[config.mk]
export PLATFORM = sky130hd
export DESIGN_NAME = msra_assembler
export DESIGN_NICKNAME = d
export VERILOG_FILES = /design/src/design/msra_pkg.sv /design/src/design/msra_assembler.sv /design/src/design/msra_buffer.sv
export SDC_FILE = /design/constraint.sdc
export NUM_CORES = 1
export LEC_CHECK = 0
export BUFFER_PORTS_ARGS = -buffer_cell sky130_fd_sc_hd__buf_4
export CORE_AREA = 5 5 414 416
export DETAILED_ROUTE_END_ITERATION = 16
export DIE_AREA = 0 0 419 421
export GPL_ROUTABILITY_DRIVEN = 0
export PLACE_DENSITY = 0.54
export SLEW_MARGIN = 20
export SYNTH_ARGS = -nofsm -noshare
export SYNTH_HDL_FRONTEND = slang
export SYNTH_HIERARCHICAL = 1
export SYNTH_SLANG_ARGS = --single-unit
[constraint.sdc]
create_clock -name clock -period 55.4 [get_ports clock]
set_clock_uncertainty 0.2 [all_clocks]
set_input_delay 5.54 -clock clock [delete_from_list [all_inputs] [get_ports clock]]
set_output_delay 5.54 -clock clock [all_outputs]
set_load 0.01 [all_outputs]
[src/design/msra_pkg.sv]
// package: record layout constants and status carriers for the status record assembler
package msra_pkg;
   localparam int NUM_AXES = 8;
   localparam logic [7:0] AXIS_BLOCK_BYTES = 8'h24;
   localparam logic [7:0] PLANE_BLOCK_BYTES = 8'h10;
   localparam logic [7:0] GENERAL_BLOCK_BYTES = 8'h04;
   localparam logic [7:0] HEADER_BYTES = 8'h04;
   localparam int HDR_MARK_BIT = 15;
   localparam int HDR_S_BIT = 8;
   localparam int HDR_T_BIT = 9;
   localparam int AX_MOVE = 15;
   localparam int AX_RELABS = 14;
   localparam int AX_ABS = 13;
   localparam int AX_HOMING = 11;
   localparam int AX_HOME1 = 10;
   localparam int AX_HOME2 = 9;
   localparam int AX_COORD = 8;
   localparam int AX_NEG = 7;
   localparam int AX_CONTOUR = 6;
   localparam int AX_SLEW = 5;
   localparam int AX_STOP = 4;
   localparam int AX_FINAL = 3;
   localparam int AX_LATCH = 2;
   localparam int AX_HOME3 = 1;
   localparam int AX_OFF = 0;
   localparam int VEL_SHIFT = 6;
   localparam logic signed [15:0] TORQUE_MAX = 16'sh7FFF;
   localparam logic signed [15:0] TORQUE_MIN = -16'sh7FFF;
   localparam logic [8:0] MAX_LEN = 9'h174;

   typedef struct packed {
      logic move;
      logic slewing;
      logic stopping;
      logic final_decel;
   } msra_plane_t;

   typedef struct packed {
      logic move;
      logic rel_or_abs;
      logic abs_only;
      logic homing;
      logic home_phase1;
      logic home_phase2;
      logic coord;
      logic negative;
      logic contour;
      logic slewing;
      logic stopping;
      logic final_decel;
      logic latch_armed;
      logic home_phase3;
      logic motor_off;
      logic latch_occurred;
      logic latch_level;
      logic fwd_limit;
      logic rev_limit;
      logic home_level;
      logic stepper;
      logic [7:0] hall;
      logic signed [31:0] velocity;
      logic signed [15:0] torque;
      logic [15:0] analog;
      logic signed [31:0] user_var;
   } msra_axis_t;

   typedef struct packed {
      logic [3:0] fault_ad;
      logic [3:0] fault_eh;
      logic [7:0] hall_err;
      logic [7:0] peak_cur;
      logic lockout_ad;
      logic lockout_eh;
   } msra_amp_t;
endpackage

[src/design/msra_assembler.sv]
// status record assembler: builds the record byte stream and answers the geometry query
// What this block does
// - header word bit15 set, block presence bits
// - header bytes 2-3 total length incl header
// - header sent low byte first
// - thread byte bit n thread n running
// - plane word bits 15,5,4,3
// - axis status mode and motion flags
// - axis status homing progress bits 11,10,9,1
// - switch byte latch, limits, home, stepper
// - amplifier low byte faults per group
// - amplifier bits 24,25 lockout per group
// - reported velocity is sixty-four times velocity
// - torque signed, clamped to plus/minus 32767
// - geometry query returns four bytes: axis count, then general, plane and axis block sizes
// - analog word signedness from range setting
// - axis block ends hall, reserved, user variable, then zero padding
`timescale 1ns/10ps
`default_nettype none
module msra_assembler (
   input wire logic clock,
   input wire logic rst,
   input wire logic record_request_command,
   input wire logic record_geometry_query,
   input wire logic [7:0] axis_present,
   input wire logic s_plane_present,
   input wire logic t_plane_present,
   input wire logic [7:0] thread_running,
   input wire msra_pkg::msra_plane_t plane_s,
   input wire msra_pkg::msra_plane_t plane_t,
   input wire msra_pkg::msra_amp_t amp_status,
   input wire msra_pkg::msra_axis_t axis_status [8],
   input wire logic analog_range_setting,
   output logic busy,
   output logic [7:0] out_byte,
   output logic out_valid,
   output logic out_last,
   input wire logic out_ready
);
   typedef enum logic [1:0] {
      MSRA_IDLE = 2'b00,
      MSRA_RECORD = 2'b01,
      MSRA_GEOM = 2'b10
   } msra_state_t;

   msra_state_t state;
   logic [8:0] idx;
   logic [8:0] total_len;
   logic [8:0] last_idx;
   logic [7:0] cur_byte;
   logic [4:0] sec_pos;
   logic [3:0] plane_count;
   logic [3:0] axis_count;
   logic [3:0] sec_sel;
   logic buf_in_ready;
   logic push;
   logic [8:0] buf_out;
   msra_pkg::msra_axis_t snap_axis [8];
   msra_pkg::msra_plane_t snap_s;
   msra_pkg::msra_plane_t snap_t;
   msra_pkg::msra_amp_t snap_amp;
   logic [7:0] snap_present;
   logic snap_sp;
   logic snap_tp;
   logic [7:0] snap_threads;
   logic snap_range;

   // pick byte n of a little-endian word
   function automatic logic [7:0] le_byte(input logic [31:0] w, input logic [1:0] n);
      le_byte = w[8*n +: 8];
   endfunction

   function automatic logic [15:0] plane_word(input msra_pkg::msra_plane_t p);
      plane_word = {p.move, 9'h000, p.slewing, p.stopping, p.final_decel, 3'h0};
   endfunction

   function automatic logic [15:0] axis_word(input msra_pkg::msra_axis_t a);
      // motion and mode flags, bit 12 zero
      logic [15:0] w;
      w = 16'h0000;
      w[msra_pkg::AX_MOVE] = a.move;
      w[msra_pkg::AX_RELABS] = a.rel_or_abs;
      w[msra_pkg::AX_ABS] = a.abs_only;
      w[msra_pkg::AX_COORD] = a.coord;
      w[msra_pkg::AX_NEG] = a.negative;
      w[msra_pkg::AX_CONTOUR] = a.contour;
      w[msra_pkg::AX_SLEW] = a.slewing;
      w[msra_pkg::AX_STOP] = a.stopping;
      w[msra_pkg::AX_FINAL] = a.final_decel;
      w[msra_pkg::AX_LATCH] = a.latch_armed;
      w[msra_pkg::AX_OFF] = a.motor_off;
      w[msra_pkg::AX_HOMING] = a.homing;
      w[msra_pkg::AX_HOME1] = a.home_phase1;
      w[msra_pkg::AX_HOME2] = a.home_phase2;
      w[msra_pkg::AX_HOME3] = a.home_phase3;
      axis_word = w;
   endfunction

   function automatic logic [15:0] torque_word(input logic signed [15:0] t);
      torque_word = (t < msra_pkg::TORQUE_MIN) ? msra_pkg::TORQUE_MIN : t;
   endfunction

   // unsigned range offsets by half scale
   function automatic logic [15:0] analog_word(input logic [15:0] v, input logic uns);
      analog_word = uns ? (v ^ 16'h8000) : v;
   endfunction

   // record is header, general, present planes, present axes
   always_comb begin
      plane_count = {3'h0, snap_sp} + {3'h0, snap_tp};
      axis_count = 4'h0;
      for (int i = 0; i < msra_pkg::NUM_AXES; i++) begin
         axis_count = axis_count + {3'h0, snap_present[i]};
      end
   end

   // total length includes the header
   // widened before the product: eight axis blocks overflow a byte
   assign total_len = {1'b0, msra_pkg::HEADER_BYTES} + {1'b0, msra_pkg::GENERAL_BLOCK_BYTES}
      + 9'(plane_count) * 9'(msra_pkg::PLANE_BLOCK_BYTES) + 9'(axis_count) * 9'(msra_pkg::AXIS_BLOCK_BYTES);
   assign last_idx = (state == MSRA_GEOM) ? 9'h003 : total_len - 9'h001;

   // map the running index onto a section and a position inside it
   always_comb begin
      logic [8:0] rel;
      logic [3:0] seen;
      rel = idx;
      sec_sel = 4'hF;
      sec_pos = 5'h00;
      seen = 4'h0;
      if (idx < 9'h008) begin
         sec_sel = (idx < 9'h004) ? 4'hA : 4'hB;
         sec_pos = 5'(idx[1:0]);
      end else begin
         rel = idx - 9'h008;
         if (snap_sp && rel < 9'(msra_pkg::PLANE_BLOCK_BYTES) && seen == 4'h0) begin
            sec_sel = 4'hC;
            sec_pos = rel[4:0];
            seen = 4'h1;
         end else if (snap_sp) begin
            rel = rel - 9'(msra_pkg::PLANE_BLOCK_BYTES);
         end
         if (seen == 4'h0 && snap_tp && rel < 9'(msra_pkg::PLANE_BLOCK_BYTES)) begin
            sec_sel = 4'hD;
            sec_pos = rel[4:0];
            seen = 4'h1;
         end else if (seen == 4'h0 && snap_tp) begin
            rel = rel - 9'(msra_pkg::PLANE_BLOCK_BYTES);
         end
         for (int i = 0; i < msra_pkg::NUM_AXES; i++) begin
            if (seen == 4'h0 && snap_present[i]) begin
               if (rel < 9'(msra_pkg::AXIS_BLOCK_BYTES)) begin
                  sec_sel = 4'(i);
                  sec_pos = 5'(rel);
                  seen = 4'h1;
               end else begin
                  rel = rel - 9'(msra_pkg::AXIS_BLOCK_BYTES);
               end
            end
         end
         if (seen == 4'h1 && sec_sel < 4'h8 && rel >= 9'h020) begin
            sec_pos = 5'h1F;
            sec_sel = 4'(sec_sel) | 4'h0;
         end
      end
   end

   // byte value; axis bytes 32..35 use the high position slot
   always_comb begin
      logic [15:0] hw;
      logic [15:0] aw;
      logic [15:0] tw;
      logic [15:0] anw;
      msra_pkg::msra_axis_t a;
      hw = 16'h0000;
      a = snap_axis[sec_sel[2:0]];
      aw = axis_word(a);
      tw = torque_word(a.torque);
      anw = analog_word(a.analog, snap_range);
      cur_byte = 8'h00;
      if (state == MSRA_GEOM) begin
         case (idx[1:0])
            2'h0: cur_byte = 8'(msra_pkg::NUM_AXES);
            2'h1: cur_byte = msra_pkg::GENERAL_BLOCK_BYTES;
            2'h2: cur_byte = msra_pkg::PLANE_BLOCK_BYTES;
            default: cur_byte = msra_pkg::AXIS_BLOCK_BYTES;
         endcase
      end else begin
         case (sec_sel)
            4'hA: begin
               hw = {1'b1, 5'h00, snap_tp, snap_sp, snap_present};
               cur_byte = (sec_pos[1:0] == 2'h0) ? hw[7:0] :
                  (sec_pos[1:0] == 2'h1) ? hw[15:8] :
                  le_byte({23'h0, total_len}, {1'b0, sec_pos[0]});
            end
            4'hB: begin
               cur_byte = (sec_pos[1:0] == 2'h0) ? snap_threads : 8'h00;
            end
            4'hC, 4'hD: begin
               hw = plane_word((sec_sel == 4'hC) ? snap_s : snap_t);
               cur_byte = (sec_pos < 5'h02) ? hw[8*sec_pos[0] +: 8] : 8'h00;
            end
            4'h0, 4'h1, 4'h2, 4'h3, 4'h4, 4'h5, 4'h6, 4'h7: begin
               case (sec_pos)
                  5'h00: cur_byte = aw[7:0];
                  5'h01: cur_byte = aw[15:8];
                  // switch byte, bits 5 and 4 zero
                  5'h02: cur_byte = {a.latch_occurred, a.latch_level, 2'h0,
                     a.fwd_limit, a.rev_limit, a.home_level, a.stepper};
                  5'h03: cur_byte = {snap_amp.fault_eh, snap_amp.fault_ad};
                  5'h04: cur_byte = snap_amp.hall_err;
                  5'h05: cur_byte = snap_amp.peak_cur;
                  5'h06: cur_byte = {6'h00, snap_amp.lockout_eh, snap_amp.lockout_ad};
                  5'h08, 5'h09, 5'h0A, 5'h0B:
                     cur_byte = le_byte(a.velocity <<< msra_pkg::VEL_SHIFT, 2'(sec_pos - 5'h08));
                  5'h0C, 5'h0D: cur_byte = tw[8*sec_pos[0] +: 8];
                  5'h0E, 5'h0F: cur_byte = anw[8*sec_pos[0] +: 8];
                  5'h10: cur_byte = a.hall;
                  5'h11: cur_byte = 8'h00;
                  5'h12, 5'h13, 5'h14, 5'h15:
                     cur_byte = le_byte(a.user_var, 2'(sec_pos - 5'h12));
                  default: cur_byte = 8'h00;
               endcase
            end
            default: cur_byte = 8'h00;
         endcase
      end
   end

   assign push = (state != MSRA_IDLE);
   assign busy = push;

   // snapshot so one record stays coherent while it drains
   always_ff @(posedge clock) begin
      if (state == MSRA_IDLE && record_request_command) begin
         snap_axis <= axis_status;
         snap_s <= plane_s;
         snap_t <= plane_t;
         snap_amp <= amp_status;
         snap_present <= axis_present;
         snap_sp <= s_plane_present;
         snap_tp <= t_plane_present;
         snap_threads <= thread_running;
         snap_range <= analog_range_setting;
      end
   end

   always_ff @(posedge clock) begin
      if (rst) begin
         state <= MSRA_IDLE;
         idx <= 9'h000;
      end else begin
         case (state)
            MSRA_IDLE: begin
               idx <= 9'h000;
               if (record_request_command) begin
                  state <= MSRA_RECORD;
               end else if (record_geometry_query) begin
                  state <= MSRA_GEOM;
               end
            end
            MSRA_RECORD, MSRA_GEOM: begin
               if (buf_in_ready) begin
                  idx <= idx + 9'h001;
                  if (idx == last_idx) begin
                     state <= MSRA_IDLE;
                  end
               end
            end
            default: state <= MSRA_IDLE;
         endcase
      end
   end

   msra_buffer u_buffer (
      .clock(clock),
      .rst(rst),
      .in_data({idx == last_idx, cur_byte}),
      .in_valid(push),
      .in_ready(buf_in_ready),
      .out_data(buf_out),
      .out_valid(out_valid),
      .out_ready(out_ready)
   );
   assign out_byte = buf_out[7:0];
   assign out_last = buf_out[8];

   // checks
   chk_geom_len: assert property (@(posedge clock) disable iff (rst)
      state == MSRA_IDLE && !record_request_command && record_geometry_query |=> (state == MSRA_GEOM) [*4])
      else $error("geometry query not started");
   chk_hdr_mark: assert property (@(posedge clock) disable iff (rst)
      push && state == MSRA_RECORD && idx == 9'h001 |-> cur_byte[7])
      else $error("header marker missing");
   chk_len_low: assert property (@(posedge clock) disable iff (rst)
      push && state == MSRA_RECORD && idx == 9'h002 |-> cur_byte == total_len[7:0])
      else $error("length low byte");
   chk_len_high: assert property (@(posedge clock) disable iff (rst)
      push && state == MSRA_RECORD && idx == 9'h003 |-> cur_byte == {7'h00, total_len[8]})
      else $error("length high");
   chk_geom_first: assert property (@(posedge clock) disable iff (rst)
      state == MSRA_GEOM && idx == 9'h000 |-> cur_byte == 8'(msra_pkg::NUM_AXES))
      else $error("axis count byte");
   chk_thread_byte: assert property (@(posedge clock) disable iff (rst)
      state == MSRA_RECORD && idx == 9'h004 |-> cur_byte == snap_threads)
      else $error("thread byte");
   chk_amp_lock: assert property (@(posedge clock) disable iff (rst)
      state == MSRA_RECORD && sec_sel < 4'h8 && sec_pos == 5'h06 |-> cur_byte[7:2] == 6'h00)
      else $error("amp top");
   chk_reserved_zero: assert property (@(posedge clock) disable iff (rst)
      state == MSRA_RECORD && sec_sel < 4'h8 && sec_pos == 5'h11 |-> cur_byte == 8'h00)
      else $error("reserved");
   chk_len_bound: assert property (@(posedge clock) disable iff (rst)
      busy |-> total_len <= msra_pkg::MAX_LEN)
      else $error("record too long");
   cov_record: cover property (@(posedge clock) disable iff (rst) state == MSRA_RECORD && idx == last_idx);
   cov_geom: cover property (@(posedge clock) disable iff (rst) state == MSRA_GEOM && idx == 9'h003);
   cov_stall: cover property (@(posedge clock) disable iff (rst) out_valid && !out_ready ##1 !buf_in_ready);
endmodule
`default_nettype wire

[src/design/msra_buffer.sv]
// two-entry byte buffer with valid/ready on both sides
`timescale 1ns/10ps
`default_nettype none
module msra_buffer (
   input wire logic clock,
   input wire logic rst,
   input wire logic [8:0] in_data,
   input wire logic in_valid,
   output logic in_ready,
   output logic [8:0] out_data,
   output logic out_valid,
   input wire logic out_ready
);
   logic [8:0] slot [2];
   logic [1:0] count;
   logic wr_ptr;
   logic rd_ptr;
   logic push;
   logic pop;

   assign in_ready = (count != 2'h2);
   assign out_valid = (count != 2'h0);
   assign out_data = slot[rd_ptr];
   assign push = in_valid && in_ready;
   assign pop = out_valid && out_ready;

   always_ff @(posedge clock) begin
      if (push) begin
         slot[wr_ptr] <= in_data;
      end
   end

   always_ff @(posedge clock) begin
      if (rst) begin
         count <= 2'h0;
         wr_ptr <= 1'b0;
         rd_ptr <= 1'b0;
      end else begin
         if (push) begin
            wr_ptr <= ~wr_ptr;
         end
         if (pop) begin
            rd_ptr <= ~rd_ptr;
         end
         count <= count + {1'b0, push} - {1'b0, pop};
      end
   end
endmodule
`default_nettype wire

==> results of run 1 <==
[layout make-up]
cell class	count	area [µm²]	area share, %
clock inverters	57	553	0.910
flip-flops and latches	1039	31000	51.1
diodes	56	140	0.231
repair buffers	1096	8340	13.7
well taps	2204	2760	4.54
multi-input cells	2467	14700	24.1
inverters	44	165	0.272
clock buffers	152	3090	5.08
[where the power goes]
group / internal, µW / switching, µW / total (µW)
combinational: 207 / 371 / 578
sequential: 1020 / 41.0 / 1060
clock: 425 / 336 / 761
[per-stage QoR]
stage | setup WS, ns | utilization (%) | cells | cell area [µm²] | total power (µW)
after detailed placement | 39.57 | 34.1 | 6850 | 57000 | 1650
after floorplan | 24.92 | - | 3776 | 46700 | 1560
final | 39.31 | 36.4 | 7115 | 60800 | 2400
after global routing | 38.46 | 36.4 | 7105 | 60700 | 2500
after CTS | 39.49 | 36.3 | 7059 | 60600 | 2410
after global placement | 39.72 | 34.1 | 6848 | 56900 | 1640
[worst max-delay path: cells and delay by family (launching register included)]
family,cells,cell delay (ns)
buffers and inverters,5,2.04
flip-flops,1,0.63
AND/OR/NAND/NOR,12,3.80
AO/OA/AOI/OAI,18,5.19
XOR/XNOR,4,1.74
adder cells (fa/ha/maj),5,1.87
[flip-flops by register name, summed over array words and instances (netlist names), named ones only]
name,flops
snap_threads,8
snap_sp,1
u_buffer/count,2
idx,9
snap_t,4
u_buffer/slot,18
snap_tp,1
snap_range,1
state,2
snap_axis,952
u_buffer/rd_ptr,1
snap_present,8
u_buffer/wr_ptr,1
snap_amp,26
snap_s,4
[Yosys cell counts (32+ instances only)]
cell type  instances  share of area, %
a21oi_1           95               1.0
a311oi_1          88               1.7
a31oi_1           99               1.3
and3_1            98               1.3
buf_2             68              0.73
clkbuf_1         124               1.0
edfxtp_1        1023                66
ha_1              34              0.91
inv_1             42              0.34
mux2i_1           35              0.75
nand2_1          959               7.7
nand3_1          297               3.2
nor2_1            82              0.66
nor3_1            42              0.45
o21ai_0           71              0.76
xnor2_1           32              0.60
[layer usage]
| metal | wire length [µm] | vias up |
|---|---|---|
| met5 | 145 | - |
| met3 | 17200 | 290 |
| met1 | 84900 | 18016 |
| met4 | 6600 | 24 |
| li1 | - | 16320 |
| met2 | 106000 | 1648 |
[logic make-up (layout without fill, tap and decap cells)]
kind of cell / after synthesis / after routing / synth area share (%)
AOI/OAI and AO/OA: 680 / 680 / 11.2
xor gates and xnor gates: 49 / 49 / 1.08
adders and majority gates: 41 / 41 / 1.17
buffers and inverters: 270 / 1349 / 2.47
DFF: 1039 / 1039 / 66.5
muxes: 79 / 79 / 1.95
other: 0 / 56 / 0
and+or+nand+nor: 1618 / 1618 / 15.6
[worst max-delay path by stage]
| stage | start | slack [ns] | end |
|---|---|---|---|
| 2_1_floorplan | record_request_command | 24.92 | state[0] |
| 6_report | idx[3] | 39.31 | u_buffer/slot[1][4] |
| 5_1_grt | idx[3] | 38.46 | u_buffer/slot[0][4] |
| 4_1_cts | idx[3] | 39.49 | u_buffer/slot[1][4] |
| 3_3_place_gp | idx[3] | 39.72 | u_buffer/slot[0][4] |
| 3_5_place_dp | idx[3] | 39.57 | u_buffer/slot[0][4] |
==> impl_metrics.csv, run 1 <==
group,metric,value,unit
grt,grtUsageMet1,29.5,%
critical_path,slowest_stage,"nor4b_1",
critical_path,r2r-end,"u_buffer/slot[1][4]",
sta,setup_violations,0,
pwr,max-vdd-ir-drop,0.0000310,V
critical_path,arrival,16.30,ns
routing,viasPerCell,5.10,
floorplanning,core,167000,µm²
grt,overflow,0,
synthesis,synth-seq-area-share,66.5,%
critical_path,worstReg2RegStart,"idx[3]",
clocking,htree_levels,3,
grt,grt_pass1_wl,288000,µm
synthesis,syn_inst,3776,
clocking,clock_sinks,1039,
min_path,hold_depth,2,
sta,final.period_utilization,29.0,%
routing,vias,36298,
grt,track_usage,23.4,%
finish,final_cell_mix,"1085 x buf_4, 1023 x edfxtp_1, 958 x nand2_1",
sta,final-max-slew-violation-count,0,
job,drv_cap,0,
finish,final_common_cell,"buf_4",
clocking,cts_root_buffer,"clkbuf_16",
sta,maxSlewHeadroom,14.4,%
routing,routedWlPerCell,30.2,µm
synthesis,synth_fp_nets,4873,
sta,fmax,0.0622,GHz
floorplanning,initial_utilization,28.0,%
sta,period_minus_slack,16.09,ns
critical_path,cp-start-kind,"flip-flop",
place,io_buffers,1020,
synthesis,async_flop_share,0,%
synthesis,synthFlopType,"edfxtp_1",
finish,drive_above_1_share,28.9,%
routing,drc,0,
grt,met2_usage,39.1,%
synthesis,synth_cell_type_count,138,
min_path,min_from,"state[0]",
grt,antenna_found_initial,82,
clocking,clock_latency,0.76,ns
clocking,numCtsBuffers,116,
grt,grtUsageMet3,5.75,%
clocking,cts_tree,"done",
routing,final_antenna_net_count,0,
min_path,min_to,"state[0]",
grt,grt_pass1_vias,35659,
grt,grt_max_degree,179,
grt,gr-max-usage-layer,"met2",
finish,n_fill_cell,16324,
finish,final_net_count,5861,
critical_path,critPathMaxStageDelay,0.94,ns
critical_path,cp.required,55.61,ns
clocking,clockBufferDepth,3,
synthesis,synthesis.area,46700,µm²
clocking,cts_hold_buffers,0,
status,status,"completed",
min_path,worstHoldPathType,"flip-flop to flip-flop",
floorplanning,fp.dieH,421,µm
synthesis,synth_edf_count,1023,
synthesis,yosysWarnings,6,
sta,whs,0.313,ns
critical_path,reg2reg_depth,44,
routing,wl,215000,µm
critical_path,regToRegSetupSlack,39.31,ns
clocking,post_cts_buffers,0,
floorplanning,die_x,419,µm
pwr,powerDensity,39.5,nW/µm²
clocking,cts_resized,0,
pwr,leakagePower,0.0230,µW
floorplanning,io_pins,1069,
critical_path,path_max_fanout,97,
routing,drtIter0Drc,3890,
synthesis,ys_seq_elements,1039,
place,hpwlAfterDp,161000,µm
routing,drt_pre_antenna_iters,8,
clocking,clkTransAtPathRegs,0.06,ns
finish,area_delta_synth_final,30.2,%
floorplanning,dieArea,176000,µm²
critical_path,critical_path_class,"flip-flop to flip-flop",
synthesis,syn_area_per_cell,12.4,µm²
sta,rsz0062_at_grt,"no",
sta,tightest_slew,1.28,ns
sta,hold_violations,0,
critical_path,crit_top_cell,"ha_1",
sta,fin_setup_tns,0,ns
floorplanning,rows,150,
critical_path,endpoint_kind,"flip-flop",
No activity file was read; power rests on OpenSTA's default activity.
==> inputs of run 2 (changes only) <==
--- a/config.mk
+++ b/config.mk
@@ -10,7 +10,7 @@
 export DETAILED_ROUTE_END_ITERATION = 16
 export DIE_AREA = 0 0 419 421
 export GPL_ROUTABILITY_DRIVEN = 0
-export PLACE_DENSITY = 0.54
+export PLACE_DENSITY = 0.56
 export SLEW_MARGIN = 20
 export SYNTH_ARGS = -nofsm -noshare
 export SYNTH_HDL_FRONTEND = slang
==> constraint.sdc (replaced) <==
create_clock -name clock -period 14.4 [get_ports clock]
set_clock_uncertainty 0.2 [all_clocks]
set_input_delay 1.44 -clock clock [delete_from_list [all_inputs] [get_ports clock]]
set_output_delay 1.44 -clock clock [all_outputs]
set_load 0.01 [all_outputs]
==> run 2 against run 1 <==
Via count up 2.7%. Final area up 1.5%. Clock power rose to 3.9 times the previous value. Die area unchanged. Critical path type unchanged. Flip-flop and latch count unchanged. Routed wire length up 2.1%. Fmax up 20%. Critical endpoint is now u_buffer/slot[0][6]. Sequential power rose to 3.9 times the previous value. Register-to-register slack worse by 38 ns. Combinational power rose to 4.0 times the previous value.
==> impl_metrics.csv, run 2 (synthesis results as in run 1) <==
group,metric,value,unit
clocking,clockBufferDepth,3,
sta,finalWorstSetupSlack,1.00,ns
place,pre_cts_slack,0.212,ns
floorplanning,die_x,419,µm
routing,drt_pre_antenna_iters,6,
clocking,clock_sinks,1039,
clocking,numCtsBuffers,115,
critical_path,regToRegSetupSlack,1.00,ns
critical_path,r2r-end,"u_buffer/slot[0][6]",
finish,largest_reg_flops,952,
routing,routedWlPerCell,30.4,µm
finish,final_common_cell,"buf_4",
pwr,leakagePower,0.0234,µW
clocking,htree_levels,3,
finish,largest-register,"snap_axis",
critical_path,path_max_fanout,22,
grt,antenna_found_initial,90,
sta,period_minus_slack,13.40,ns
sta,final-max-slew-violation-count,0,
finish,drive_above_1_share,30.6,%
clocking,clkTransAtPathRegs,0.06,ns
critical_path,endpoint_kind,"flip-flop",
place,hpwlAfterDp,166000,µm
critical_path,slowest_stage,"ha_2",
critical_path,reg2reg_depth,52,
routing,viasPerCell,5.17,
floorplanning,io_pins,1069,
pwr,max-vdd-ir-drop,0.000133,V
floorplanning,fp.dieH,421,µm
critical_path,cp-start-kind,"flip-flop",
grt,grt_pass1_vias,35990,
finish,final_net_count,5940,
floorplanning,rows,150,
grt,grt_pass1_wl,291000,µm
min_path,hold_depth,2,
clocking,cts_root_buffer,"clkbuf_16",
grt,overflow,0,
finish,n_fill_cell,16284,
clocking,cts_hold_buffers,0,
grt,track_usage,23.7,%
grt,grt_max_degree,148,
pwr,powerDensity,152,nW/µm²
floorplanning,core,167000,µm²
routing,wl,219000,µm
sta,hold_violations,0,
sta,setup_violations,0,
min_path,min_from,"state[0]",
clocking,clock_latency,0.78,ns
routing,vias,37273,
floorplanning,dieArea,176000,µm²
sta,final.period_utilization,93.0,%
routing,final_antenna_net_count,0,
routing,drtIter0Drc,3943,
critical_path,cp.required,14.81,ns
finish,final_cell_mix,"1154 x buf_4, 1023 x edfxtp_1, 957 x nand2_1",
place,io_buffers,1020,
critical_path,critPathMaxStageDelay,0.55,ns
critical_path,arrival,13.80,ns
sta,maxSlewHeadroom,22.3,%
sta,fmax,0.0746,GHz
finish,area_delta_synth_final,32.1,%
finish,post-route-util,36.9,%
critical_path,worstReg2RegStart,"idx[3]",
min_path,worstHoldPathType,"flip-flop to flip-flop",
sta,tightest_slew,1.17,ns
clocking,cts_tree,"done",
sta,fin_setup_tns,0,ns
floorplanning,initial_utilization,28.0,%
min_path,min_to,"state[0]",
status,status,"completed",
critical_path,critical_path_class,"flip-flop to flip-flop",
critical_path,setup.worst_path.start,"idx[3]",
finish,reg_top3,"snap_axis x952, snap_amp x26, u_buffer/slot x18",
sta,rsz0062_at_grt,"no",
job,drv_cap,0,
routing,drc,0,
-- run 2: cell count changes in the layout (fill, tap and decap cells not counted), moves of 3 or more --
cell,before,now
inv_16,3,0
clkbuf_1,32,27
inv_6,2,5
bufinv_16,7,10
buf_12,9,20
clkinv_2,15,22
diode_2,56,61
buf_4,1085,1154
clkinvlp_4,2,8
-- run 2: layout make-up --
type / count / area, µm² / share of cell area [%]
flip-flops and latches: 1039 / 31000 / 50.4
multi-input cells: 2467 / 14800 / 23.9
repair buffers: 1176 / 9100 / 14.8
clock buffers: 145 / 3030 / 4.92
well taps: 2204 / 2760 / 4.47
clock inverters: 70 / 647 / 1.05
inverters: 44 / 165 / 0.268
diodes: 61 / 153 / 0.248
-- run 2: critical path, delay by kind of cell (launching register included) --
family          cells  cell delay (ns)
fa+ha+maj           6             1.82
flops               1             0.48
compound gates     20             5.06
mux                 3             1.24
simple gates       13             2.39
buf+inv             8             1.41
xor+xnor            2             0.57
-- run 2: routing by layer --
| metal | track usage, % | vias to the layer above | part of all wire, % |
|---|---|---|---|
| met2 | 39.4 | 1883 | 49 |
| met3 | 5.51 | 323 | 8.2 |
| met5 | 0 | - | 0.11 |
| li1 | - | 16471 | - |
| met1 | 29.7 | 18566 | 39 |
| met4 | 9.97 | 30 | 3.6 |
-- run 2: stage by stage --
stage	hold WS (ns)	power (µW)	std cells	cell area, µm²
global placement	0.285	6360	6912	57500
CTS	0.311	9370	7127	61200
global route	0.333	9740	7198	61600
detailed placement	0.296	6410	6912	57500
floorplan	0.265	5570	3776	46700
finish	0.309	9370	7206	61600
-- run 2: where the power goes --
part	switching [µW]	internal (µW)	leakage (µW)
sequential	170	3930	0.00992
combinational	1460	846	0.0117
clock	1290	1670	0.00178
-- run 2: how the worst max path moves through the flow --
stage,cells past startpoint,endpoint,slack (ns)
after detailed placement,47,u_buffer/slot[0][2],0.21
after global placement,44,u_buffer/slot[0][3],0.44
after global routing,49,u_buffer/slot[0][4],0.14
after floorplan,55,u_buffer/slot[0][7],2.92
after CTS,47,u_buffer/slot[0][2],0.15
final,52,u_buffer/slot[0][6],1.00
-- run 2: what timing repair did --
action                                  CTS  global route
endpoints found under the setup margin    0            16
gates resized for setup                   0            18
setup buffers                             0            17
hold endpoints to repair                  0             0
